===== src/hw/pflash_pkg.sv =====
// Shared constants for the parallel flash command controller.
package pflash_pkg;
  // ---------------------------------------------------------------
  // Geometry
  // ---------------------------------------------------------------
  localparam int ADDR_W = 19;
  localparam int DATA_W = 8;
  localparam int SECTOR_COUNT = 512;
  localparam int SECTOR_BYTES = 1024;
  localparam int BOOT_SECTORS = 32;
  localparam logic [18:0] BOOT_TOP_START = 19'h7c000;
  localparam logic [18:0] BOOT_TOP_END = 19'h7ffff;
  localparam logic [18:0] BOOT_BOT_START = 19'h00000;
  localparam logic [18:0] BOOT_BOT_END = 19'h3ffff;
  localparam logic [7:0] ERASED_BYTE = 8'hff;
  // ---------------------------------------------------------------
  // Command addresses and codes
  // ---------------------------------------------------------------
  localparam logic [18:0] UNLOCK_ADDR1 = 19'h05555;
  localparam logic [18:0] UNLOCK_ADDR2 = 19'h02aaa;
  localparam logic [7:0] UNLOCK_DATA1 = 8'haa;
  localparam logic [7:0] UNLOCK_DATA2 = 8'h55;
  localparam logic [7:0] CMD_PROGRAM = 8'ha0;
  localparam logic [7:0] CMD_ERASE_SETUP = 8'h80;
  localparam logic [7:0] CMD_SECTOR_ERASE = 8'h30;
  localparam logic [7:0] CMD_CHIP_ERASE = 8'h10;
  localparam logic [7:0] CMD_AUTOSELECT = 8'h90;
  localparam logic [7:0] CMD_READ_RESET = 8'hf0;
  localparam logic [7:0] CMD_ABORT = 8'hff;
  // ---------------------------------------------------------------
  // Operation codes on the user port
  // ---------------------------------------------------------------
  localparam logic [2:0] OP_READ = 3'h0;
  localparam logic [2:0] OP_PROGRAM = 3'h1;
  localparam logic [2:0] OP_SECTOR_ERASE = 3'h2;
  localparam logic [2:0] OP_CHIP_ERASE = 3'h3;
  localparam logic [2:0] OP_AUTOSELECT = 3'h4;
  localparam logic [2:0] OP_READ_RESET = 3'h5;
  localparam logic [2:0] OP_ABORT = 3'h6;
  // ---------------------------------------------------------------
  // Bus timing at 25 MHz
  // ---------------------------------------------------------------
  localparam int CLK_NS = 40;
  localparam int READ_ACCESS_NS = 90;
  localparam int WE_PULSE_NS = 45;
  localparam int WE_HIGH_NS = 30;
  localparam int READ_CYC = (READ_ACCESS_NS + CLK_NS - 1) / CLK_NS;
  localparam int WE_LOW_CYC = (WE_PULSE_NS + CLK_NS - 1) / CLK_NS;
  localparam int WE_HIGH_CYC = (WE_HIGH_NS + CLK_NS - 1) / CLK_NS;
  localparam int PROGRAM_MAX_US = 20;
  localparam int SECTOR_ERASE_MAX_MS = 10;
  localparam int CHIP_ERASE_TYP_S = 2;
  localparam int PROGRAM_POLL_CYC = PROGRAM_MAX_US * 1000 / CLK_NS;
  localparam int SECTOR_POLL_CYC = SECTOR_ERASE_MAX_MS * 1000000 / CLK_NS;
  localparam longint CHIP_POLL_CYC = 64'(CHIP_ERASE_TYP_S) * 64'd1000000000 / 64'(CLK_NS);
endpackage : pflash_pkg


===== src/hw/pflash_host.sv =====
// Host controller that issues command sequences to a byte-wide flash.
//
// Operation
// - Host keeps write strobe high during reads.
// - Host recovers device by writing FFH to 5555H.
// - Program is four write cycles ending in data.
// - Sector erase is six cycles ending 30H.
// - Chip erase ends with 10H to 5555H.
// - Autoselect entered by AAH, 55H, 90H.
// - Host does not erase before reprogramming used locations.
`timescale 1ns/10ps
module pflash_host #(
  parameter int ADDR_W = pflash_pkg::ADDR_W,
  parameter int DATA_W = pflash_pkg::DATA_W,
  parameter int PROGRAM_POLL_CYC = pflash_pkg::PROGRAM_POLL_CYC,
  parameter int SECTOR_POLL_CYC = pflash_pkg::SECTOR_POLL_CYC,
  parameter longint CHIP_POLL_CYC = pflash_pkg::CHIP_POLL_CYC
) (
  // Clock and reset
  input wire logic clk_i,
  input wire logic nrst_i,
  // User request
  input wire logic req_valid_i,
  output logic req_ready_o,
  input wire logic [2:0] req_op_i,
  input wire logic [ADDR_W-1:0] req_addr_i,
  input wire logic [DATA_W-1:0] req_data_i,
  // User answer
  output logic rsp_valid_o,
  output logic [DATA_W-1:0] rsp_data_o,
  output logic rsp_timeout_o,
  output logic busy_o,
  // Flash pins
  output logic [ADDR_W-1:0] flash_addr_o,
  output logic [DATA_W-1:0] flash_dq_o,
  output logic flash_dq_oe_o,
  input wire logic [DATA_W-1:0] flash_dq_i,
  output logic chip_select_low_o,
  output logic output_gate_low_o,
  output logic write_strobe_low_o
);
  // ---------------------------------------------------------------
  // Sequencer state
  // ---------------------------------------------------------------
  typedef enum logic [2:0] {
    ST_IDLE = 3'b000,
    ST_ISSUE = 3'b001,
    ST_WAIT = 3'b010,
    ST_POLL = 3'b011,
    ST_PWAIT = 3'b100,
    ST_DONE = 3'b101
  } host_e;
  host_e st_q;
  logic [2:0] op_q;
  logic [ADDR_W-1:0] addr_q;
  logic [DATA_W-1:0] data_q;
  logic [2:0] step_q;
  logic [63:0] tmo_q;
  logic [DATA_W-1:0] rsp_q;
  logic rsp_v_q;
  logic tmo_flag_q;
  logic cyc_start;
  logic cyc_done;
  logic [DATA_W-1:0] cyc_rdata;

  // ---------------------------------------------------------------
  // Step table for command sequences
  // ---------------------------------------------------------------
  wire is_erase = (op_q == pflash_pkg::OP_SECTOR_ERASE) || (op_q == pflash_pkg::OP_CHIP_ERASE);
  // Program is 4 cycles, erases 6, autoselect and long reset 3, abort 1.
  wire [2:0] last_step = (op_q == pflash_pkg::OP_READ) ? 3'h0 :
                         (op_q == pflash_pkg::OP_ABORT) ? 3'h0 :
                         (op_q == pflash_pkg::OP_PROGRAM) ? 3'h3 :
                         is_erase ? 3'h5 : 3'h2;
  wire unlock_b = (step_q == 3'h1) || (step_q == 3'h4);
  // The three-cycle reset ends in F0H to 5555H and returns the device to array read.
  wire [DATA_W-1:0] third_cmd = (op_q == pflash_pkg::OP_PROGRAM) ? pflash_pkg::CMD_PROGRAM :
                                (op_q == pflash_pkg::OP_AUTOSELECT) ? pflash_pkg::CMD_AUTOSELECT :
                                (op_q == pflash_pkg::OP_READ_RESET) ? pflash_pkg::CMD_READ_RESET :
                                pflash_pkg::CMD_ERASE_SETUP;
  // Sector erase targets an address inside the sector, chip erase uses 5555H.
  wire [DATA_W-1:0] last_cmd = (op_q == pflash_pkg::OP_CHIP_ERASE) ? pflash_pkg::CMD_CHIP_ERASE :
                               pflash_pkg::CMD_SECTOR_ERASE;
  wire [ADDR_W-1:0] last_addr = (op_q == pflash_pkg::OP_CHIP_ERASE) ? pflash_pkg::UNLOCK_ADDR1 : addr_q;
  wire [ADDR_W-1:0] step_addr = (op_q == pflash_pkg::OP_ABORT) ? pflash_pkg::UNLOCK_ADDR1 :
                                unlock_b ? pflash_pkg::UNLOCK_ADDR2 :
                                (op_q == pflash_pkg::OP_PROGRAM && step_q == 3'h3) ? addr_q :
                                (step_q == 3'h5) ? last_addr : pflash_pkg::UNLOCK_ADDR1;
  // Abort writes FFH to 5555H as a non-existent command.
  wire [DATA_W-1:0] step_data = (op_q == pflash_pkg::OP_ABORT) ? pflash_pkg::CMD_ABORT :
                                unlock_b ? pflash_pkg::UNLOCK_DATA2 :
                                (step_q == 3'h2) ? third_cmd :
                                (op_q == pflash_pkg::OP_PROGRAM && step_q == 3'h3) ? data_q :
                                (step_q == 3'h5) ? last_cmd : pflash_pkg::UNLOCK_DATA1;
  wire is_read = (op_q == pflash_pkg::OP_READ);
  wire needs_poll = (op_q == pflash_pkg::OP_PROGRAM) || is_erase;
  // Erase completes when the polled bit reads one; program when it equals the written bit.
  wire poll_target = is_erase ? 1'b1 : data_q[DATA_W-1];
  wire poll_ok = (cyc_rdata[DATA_W-1] == poll_target);
  wire [63:0] tmo_load = (op_q == pflash_pkg::OP_PROGRAM) ? 64'(PROGRAM_POLL_CYC) :
                         (op_q == pflash_pkg::OP_SECTOR_ERASE) ? 64'(SECTOR_POLL_CYC) : 64'(CHIP_POLL_CYC);

  assign cyc_start = (st_q == ST_ISSUE) || (st_q == ST_POLL);
  assign req_ready_o = (st_q == ST_IDLE);
  assign busy_o = (st_q != ST_IDLE);
  assign rsp_valid_o = rsp_v_q;
  assign rsp_data_o = rsp_q;
  assign rsp_timeout_o = tmo_flag_q;

  // ---------------------------------------------------------------
  // Command sequencer
  // ---------------------------------------------------------------
  always_ff @(posedge clk_i or negedge nrst_i) begin
    if (!nrst_i) begin
      st_q <= ST_IDLE;
      op_q <= pflash_pkg::OP_READ;
      addr_q <= '0;
      data_q <= '0;
      step_q <= 3'h0;
      tmo_q <= 64'h0;
      rsp_q <= '0;
      rsp_v_q <= 1'b0;
      tmo_flag_q <= 1'b0;
    end else begin
      rsp_v_q <= 1'b0;
      unique case (st_q)
        ST_IDLE: begin
          if (req_valid_i) begin
            op_q <= req_op_i;
            addr_q <= req_addr_i;
            data_q <= req_data_i;
            step_q <= 3'h0;
            tmo_flag_q <= 1'b0;
            st_q <= ST_ISSUE;
          end
        end
        ST_ISSUE: st_q <= ST_WAIT;
        ST_WAIT: begin
          if (cyc_done) begin
            if (is_read) begin
              rsp_q <= cyc_rdata;
              st_q <= ST_DONE;
            end else if (step_q != last_step) begin
              step_q <= step_q + 3'h1;
              st_q <= ST_ISSUE;
            end else if (needs_poll) begin
              // Busy period starts after the final write; the next access is a poll read.
              op_q <= op_q;
              tmo_q <= tmo_load;
              st_q <= ST_POLL;
            end else begin
              st_q <= ST_DONE;
            end
          end
        end
        ST_POLL: st_q <= ST_PWAIT;
        ST_PWAIT: begin
          if (tmo_q != 64'h0) begin
            tmo_q <= tmo_q - 64'h1;
          end
          if (cyc_done) begin
            rsp_q <= cyc_rdata;
            if (poll_ok) begin
              st_q <= ST_DONE;
            end else if (tmo_q == 64'h0) begin
              // A program of a one into an already cleared bit 7 never polls true and ends here.
              tmo_flag_q <= 1'b1;
              st_q <= ST_DONE;
            end else begin
              st_q <= ST_POLL;
            end
          end
        end
        ST_DONE: begin
          rsp_v_q <= 1'b1;
          st_q <= ST_IDLE;
        end
        default: st_q <= ST_IDLE;
      endcase
    end
  end

  // ---------------------------------------------------------------
  // Pin engine
  // ---------------------------------------------------------------
  // Poll reads use the target address; chip select idles high for standby.
  wire cyc_write = (st_q == ST_ISSUE) && !is_read;
  wire [ADDR_W-1:0] cyc_addr = (st_q == ST_POLL || is_read) ? addr_q : step_addr;

  pflash_bus_cycle #(
    .ADDR_W(ADDR_W),
    .DATA_W(DATA_W),
    .READ_CYC(pflash_pkg::READ_CYC),
    .WE_LOW_CYC(pflash_pkg::WE_LOW_CYC),
    .WE_HIGH_CYC(pflash_pkg::WE_HIGH_CYC)
  ) u_cycle (
    .clk_i(clk_i),
    .nrst_i(nrst_i),
    .start_i(cyc_start),
    .write_i(cyc_write),
    .addr_i(cyc_addr),
    .wdata_i(step_data),
    .done_o(cyc_done),
    .rdata_o(cyc_rdata),
    .addr_o(flash_addr_o),
    .dq_o(flash_dq_o),
    .dq_oe_o(flash_dq_oe_o),
    .dq_i(flash_dq_i),
    .chip_select_low_o(chip_select_low_o),
    .output_gate_low_o(output_gate_low_o),
    .write_strobe_low_o(write_strobe_low_o)
  );
endmodule : pflash_host


===== src/hw/pflash_bus_cycle.sv =====
// Single bus cycle engine: one strobed read or one write-strobe pulse.
`timescale 1ns/10ps
module pflash_bus_cycle #(
  parameter int ADDR_W = 19,
  parameter int DATA_W = 8,
  parameter int READ_CYC = 3,
  parameter int WE_LOW_CYC = 2,
  parameter int WE_HIGH_CYC = 1
) (
  // Clock and reset
  input wire logic clk_i,
  input wire logic nrst_i,
  // Request
  input wire logic start_i,
  input wire logic write_i,
  input wire logic [ADDR_W-1:0] addr_i,
  input wire logic [DATA_W-1:0] wdata_i,
  output logic done_o,
  output logic [DATA_W-1:0] rdata_o,
  // Flash pins
  output logic [ADDR_W-1:0] addr_o,
  output logic [DATA_W-1:0] dq_o,
  output logic dq_oe_o,
  input wire logic [DATA_W-1:0] dq_i,
  output logic chip_select_low_o,
  output logic output_gate_low_o,
  output logic write_strobe_low_o
);
  // ---------------------------------------------------------------
  // Cycle sequencer
  // ---------------------------------------------------------------
  typedef enum logic [1:0] {
    CY_IDLE = 2'b00,
    CY_READ = 2'b01,
    CY_WLOW = 2'b10,
    CY_WHIGH = 2'b11
  } cyc_e;
  cyc_e st_q;
  logic [3:0] cnt_q;
  wire cnt_end = (cnt_q == 4'h0);

  always_ff @(posedge clk_i or negedge nrst_i) begin
    if (!nrst_i) begin
      st_q <= CY_IDLE;
      cnt_q <= 4'h0;
      addr_o <= '0;
      dq_o <= '0;
      dq_oe_o <= 1'b0;
      rdata_o <= '0;
      done_o <= 1'b0;
      chip_select_low_o <= 1'b1;
      output_gate_low_o <= 1'b1;
      write_strobe_low_o <= 1'b1;
    end else begin
      done_o <= 1'b0;
      unique case (st_q)
        CY_IDLE: begin
          if (start_i && write_i) begin
            // Gate is parked high and chip select goes low with the strobe.
            st_q <= CY_WLOW;
            cnt_q <= 4'(WE_LOW_CYC - 1);
            addr_o <= addr_i;
            dq_o <= wdata_i;
            dq_oe_o <= 1'b1;
            chip_select_low_o <= 1'b0;
            write_strobe_low_o <= 1'b0;
          end else if (start_i) begin
            // Write strobe stays high for the whole read.
            st_q <= CY_READ;
            cnt_q <= 4'(READ_CYC);
            addr_o <= addr_i;
            chip_select_low_o <= 1'b0;
            output_gate_low_o <= 1'b0;
          end
        end
        CY_READ: begin
          cnt_q <= cnt_q - 4'h1;
          if (cnt_end) begin
            // Data sampled while both strobes are low; then release both.
            rdata_o <= dq_i;
            chip_select_low_o <= 1'b1;
            output_gate_low_o <= 1'b1;
            st_q <= CY_IDLE;
            done_o <= 1'b1;
          end
        end
        CY_WLOW: begin
          cnt_q <= cnt_q - 4'h1;
          if (cnt_end) begin
            // Data is captured by the device on this rising edge.
            write_strobe_low_o <= 1'b1;
            chip_select_low_o <= 1'b1;
            cnt_q <= 4'(WE_HIGH_CYC - 1);
            st_q <= CY_WHIGH;
          end
        end
        CY_WHIGH: begin
          cnt_q <= cnt_q - 4'h1;
          dq_oe_o <= 1'b0;
          if (cnt_end) begin
            st_q <= CY_IDLE;
            done_o <= 1'b1;
          end
        end
      endcase
    end
  end
endmodule : pflash_bus_cycle


===== config.mk =====
export PLATFORM = sky130hd
export DESIGN_NAME = pflash_host
export DESIGN_NICKNAME = d
export VERILOG_FILES = /design/src/hw/pflash_pkg.sv /design/src/hw/pflash_host.sv /design/src/hw/pflash_bus_cycle.sv
export SDC_FILE = /design/constraint.sdc
export NUM_CORES = 1
export LEC_CHECK = 0
export ABC_CLOCK_PERIOD_IN_PS = 7900
export BUFFER_PORTS_ARGS = -buffer_cell sky130_fd_sc_hd__buf_4
export CAP_MARGIN = 40
export CORE_AREA = 2 2 141 143
export DETAILED_ROUTE_END_ITERATION = 10
export DIE_AREA = 0 0 143 145
export HOLD_SLACK_MARGIN = 0.12
export PLACE_DENSITY = 0.64
export SETUP_SLACK_MARGIN = 0.1
export SLEW_MARGIN = 20
export SYNTH_ARGS = -nofsm -noshare
export SYNTH_HDL_FRONTEND = slang
export SYNTH_HIERARCHICAL = 1
export SYNTH_SLANG_ARGS = --single-unit

===== constraint.sdc =====
create_clock -name clk_i -period 7.9 [get_ports clk_i]
set_input_delay 1.58 -clock clk_i [delete_from_list [all_inputs] [get_ports clk_i]]
set_output_delay 1.58 -clock clk_i [all_outputs]
set_load 0.02 [all_outputs]

* Yosys cells after proc, flatten, opt, wreduce, memory -nomap -nowiden *
Cells that the tools add are included.

word-level totals
  flip-flop bits (word level) = 156
  input port bits = 41
  output and inout bits = 43
  logic and storage cells = 177

operators by class
  add/sub/neg operators = 3
  equal/unequal tests = 40
  multiplexer cells = 75
  reductions and logical operators = 40

operators by type and width
  kind                                                                  count
  64-bit two-way mux                                                    5
  19-bit two-way mux                                                    8
  64-bit one-hot mux with 2 select lines                                1
  64-bit zero test                                                      1
  8-bit two-way mux                                                     8
  64-bit nonzero test                                                   1
  64-bit by 1-bit subtractor with 64-bit output, second input constant  1
  26-bit two-way mux                                                    2
  3-bit two-way mux                                                     16
  3-bit == test, second input constant                                  7
  7-bit two-way mux                                                     3
  2-bit != test, second input constant                                  10
  3-bit by 2-bit == test with 1-bit output, second input constant       6
  2-bit by 1-bit != test with 1-bit output, second input constant       8
  8-bit one-hot mux with 2 select lines                                 1
  2-bit nonzero test                                                    8
  3-bit one-hot mux with 5 select lines                                 1
  1-bit two-way mux                                                     14
  4-bit two-way mux                                                     3
  4-bit one-hot mux with 3 select lines                                 1
  3-bit AND reduction                                                   4
  1-bit one-hot mux with 2 select lines                                 5
  2-bit AND reduction                                                   5
  5-bit AND reduction                                                   2
  22 further kinds                                                      37

* Logic depth before layout (Yosys ltp) *
  depth after elaboration = 11
  mapped depth = 10
  depth with buffers taken out = 8

* Hierarchy *
The synthesis kept the hierarchy.

by module, submodules not included
  module            instances  cells each  area each (sq um)  sequential area each (sq um)
  pflash_host       1          678         6,291.0            2,752.6
  pflash_bus_cycle  1          151         2,025.7            1,154.9

* Worst setup path before layout *
OpenSTA, ideal clock, no wires.

  path type = register to output
  start point = register, netlist name st_q[1]
  end point = output port busy_o
  arrival = 1.401 ns
  data required time = 6.320 ns
  slack = 4.919 ns
  stages on the path, launching flop included = 4
  buffers on the path = 1
  cell sequence = dfrtp_1 -> clkbuf_1 -> nor3_1 -> inv_1

RTL lines
  item           line               source
  end, declared  pflash_host.sv:32  output logic busy_o,

* Worst setup path after layout *
  start point = register tmo_q[33]
  end point = register tmo_q[19]

between the ends
  longest elaborated chain between the ends = 3

ends and longest elaborated chain
  item                           line                source
  start, declared                pflash_host.sv:58   logic [63:0] tmo_q;
  start signal, assigned         pflash_host.sv:149  tmo_q <= tmo_load;
  start signal, assigned         pflash_host.sv:159  tmo_q <= tmo_q - 64'h1;
  64-bit nonzero test            pflash_host.sv:158  if (tmo_q != 64'h0) begin
  2-bit != test (no line)        n/a
  6-bit AND reduction (no line)  n/a

No other way between the ends.
A chain may end at the register's enable or synchronous reset.

==> results.tsv <==
stage	metric	value	unit
place	port_buffers	83	
synth	yosys_register_bits	156	
worst_setup_path	r2r-end	tmo_q[19]	
synth	ys_types	75	
clock_tree	h-tree-depth	4	
synth	synth_warnings	6	
clock_tree	insertion_delay	0.43	ns
flow_run	maxCapViolations	0	
route	wl_per_cell	17.0	µm
floorplanning	die_w	143	µm
worst_setup_path	worstPathMaxFanout	20	
worst_setup_path	end_kind	register	
place	placed_area	0.00921	mm²
timing	hold-worst-slack	0.479	ns
clock_tree	clockBufferDepth	2	
timing	fin_skew	0.0121	ns
floorplanning	rows	51	
floorplanning	die_h	145	µm
synth	synth_fp_nets	884	
worst_setup_path	crit_type	register to register	
grt	antenna_found_initial	0	
final_layout	drive_gt1_share	24.9	%
grt	grt_max_degree	52	
timing	min_period	3.24	ns
route	postRouteAntennaNets	0	
worst_setup_path	cp.depth	6	
synth	ys.flop_type	dfrtp_1	
final_layout	mostFrequentLayoutCells	dfrtp_1 (153), buf_4 (90), nand2_1 (84), mux2_2 (74), nor2_1 (63)	
floorplanning	start_util	43.3	%
place	hpwl	13.5	mm
final_layout	fin_nets	954	
worst_setup_path	path_cells	or4_1 > or4_4 > nor4_4 > a21o_1 > nand2_1 > a22o_1	
floorplanning	dieArea	0.0207	mm²
worst_setup_path	crit_slowest_cell	or4_4	
grt	grt_pass1_vias	6381	
clock_tree	cts_setup_buffers	0	
worst_setup_path	rrSetupSlack	4.66	ns
timing	setup_tns	0	ns
clock_tree	cts_sinks	156	
route	dr.pass1.iters	5	
route	drc	0	
synth	ys_seq_area_share	47.0	%
clock_tree	cts_root_buf	clkbuf_16	
worst_setup_path	max_stage_delay	0.59	ns
synth	ys_async_sr_fraction	100	%
grt	grt_util_all_layers	20.0	%
final_layout	n_antenna_cell	0	
worst_setup_path	startpoint	tmo_q[33]	
timing	slew_headroom	40.4	%
worst_hold_path	hold_path.class	register to register	
clock_tree	clk_pin_slew	0.07	ns
floorplanning	core	0.0192	mm²
floorplanning	ioPinCount	84	
timing	drv_slew	0	
power_and_ir_drop	power.density	173	mW/mm²
place	gp_congestion	0.802	
timing	max_freq	309	MHz
worst_setup_path	worstRegToRegCells	6	
clock_tree	post_cts_resize_count	0	
timing	final-hold-violation-count	0	
clock_tree	cts_hold_buf	0	
worst_setup_path	crit_required	8.21	ns
timing	period_share	41.0	%
grt	grt_overflow	0	
worst_setup_path	crit_arrival	3.55	ns
timing	rsz0062_at_grt	no	
timing	setup_violations	0	
worst_setup_path	cp.buffers_inverters	0	
synth	synth_edf_count	0	
status	status	complete, no violations	
final_layout	fin_area	0.00980	mm²
power_and_ir_drop	ir_drop	0.142	mV
timing	tightest_slew	0.888	ns
worst_setup_path	crit_path_start_kind	register	
synth	syn_area_per_cell	10.0	µm²
final_layout	final_common_cell	dfrtp_1	
synth	netlist_area	0.00832	mm²
route	routed_wl	20.1	mm
route	via_per_inst	5.65	
worst_setup_path	cp-endpoint	tmo_q[19]	
clock_tree	cts_tree	yes	
worst_setup_path	r2r_start	tmo_q[33]	
synth	synthCells	829	
route	drt_first_iter_violations	596	
power_and_ir_drop	leakage	4.87	nW
clock_tree	cts_buffers	17	
final_layout	syn_to_final_growth	17.8	%
route	vias	6647	
worst_setup_path	crit_family	simple AND/OR/NAND/NOR gates	
grt	grt_pass1_wl	33.5	mm
==> Yosys cell counts, types with 4 or more instances <==
cell / instances / area share [%]
a21o_1: 5 / 0.45
o31ai_1: 9 / 0.81
nor4_1: 10 / 0.75
nand4b_1: 4 / 0.42
nor2_1: 64 / 2.9
inv_1: 21 / 0.95
nand2b_1: 10 / 0.75
o22ai_1: 6 / 0.45
clkbuf_1: 30 / 1.4
or4_1: 11 / 0.99
or2_2: 5 / 0.38
o21ai_1: 5 / 0.30
and3_1: 10 / 0.75
dfrtp_1: 153 / 46
a21oi_1: 42 / 2.5
mux2_2: 74 / 10
o41ai_1: 6 / 0.63
o22a_1: 7 / 0.74
nor2b_1: 11 / 0.83
a211oi_1: 6 / 0.54
mux2i_1: 18 / 2.2
nand3_1: 19 / 1.1
or3_1: 13 / 0.98
a31oi_1: 19 / 1.4
nand4_1: 8 / 0.60
ha_1: 14 / 2.1
xor2_1: 7 / 0.74
nor3_1: 29 / 1.7
o21ai_0: 32 / 1.9
buf_6: 4 / 0.54
a22o_1: 8 / 0.84
nand2_1: 84 / 3.8
buf_2: 6 / 0.36
and4_1: 4 / 0.42
o21a_1: 12 / 1.1
a22oi_1: 5 / 0.45
==> area by class of cell <==
type | instances | area, µm²
tap | 265 | 332
clock buffer | 18 | 439
fill | 1754 | 9410
multi-input combinational | 608 | 4120
inverter | 21 | 78.8
timing repair buffer | 95 | 773
sequential | 156 | 3910
clock inverter | 14 | 146
==> stage by stage <==
step	worst slack (ns)	util (%)	power, mW	cells
final	4.66	51.0	1.70	1177
after detailed placement	4.65	48.0	0.892	1145
after global routing	4.47	51.0	1.76	1177
after global placement	4.69	47.5	0.889	1140
after CTS	4.63	51.0	1.72	1177
after floorplan	4.92	-	0.850	829
==> per-layer routing <==
metal  global-route usage, %  wire length [µm]
met5                       0                 0
met4                    4.80               182
met3                    5.48              1210
met2                    29.6              9060
met1                    29.3              9600
==> flip-flops by register name, summed over array words and instances (netlist names) <==
signal / count
u_cycle/output_gate_low_o: 1
u_cycle/rdata_o: 8
st_q: 3
data_q: 8
rsp_valid_o: 1
u_cycle/cnt_q: 4
u_cycle/write_strobe_low_o: 1
rsp_timeout_o: 1
u_cycle/chip_select_low_o: 1
u_cycle/dq_o: 8
u_cycle/done_o: 1
addr_q: 19
rsp_data_o: 8
op_q: 3
u_cycle/addr_o: 19
u_cycle/st_q: 2
u_cycle/dq_oe_o: 1
tmo_q: 64
step_q: 3
==> logic make-up (layout without fill, tap and decap cells) <==
logic type               count (synthesis)  count (layout)  share of synthesized area [%]
XOR/XNOR                                10              10                           1.05
flip-flops                             156             156                           47.0
AND/OR/NAND/NOR                        304             304                           19.0
buffers and inverters                   65             148                           3.64
multiplexers                            92              92                           12.2
AO/OA/AOI/OAI                          188             188                           15.1
adder cells (fa/ha/maj)                 14              14                           2.11
==> power by group <==
part / internal, mW / switching, mW
registers: 0.806 / 0.00601
logic: 0.0293 / 0.0335
clock network: 0.456 / 0.368
total: 1.29 / 0.408
==> worst register-to-register path, cell delays in order (launching register included) <==
cell     delay, ns
dfrtp_1       0.41
or4_1         0.58
or4_4         0.59
nor4_4        0.48
a21o_1        0.19
nand2_1       0.45
a22o_1        0.41
==> how the worst min path moves through the flow <==
stage | depth (start not counted) | startpoint | slack, ns | to
final | 1 | tmo_q[58] | 0.48 | tmo_q[58]
after global routing | 1 | tmo_q[58] | 0.50 | tmo_q[58]
after CTS | 1 | tmo_q[34] | 0.48 | tmo_q[34]
after detailed placement | 1 | tmo_q[34] | 0.47 | tmo_q[34]
after global placement | 1 | tmo_q[34] | 0.47 | tmo_q[34]
after floorplan | 1 | tmo_q[42] | 0.44 | tmo_q[42]
No activity file was read; power rests on OpenSTA's default activity.
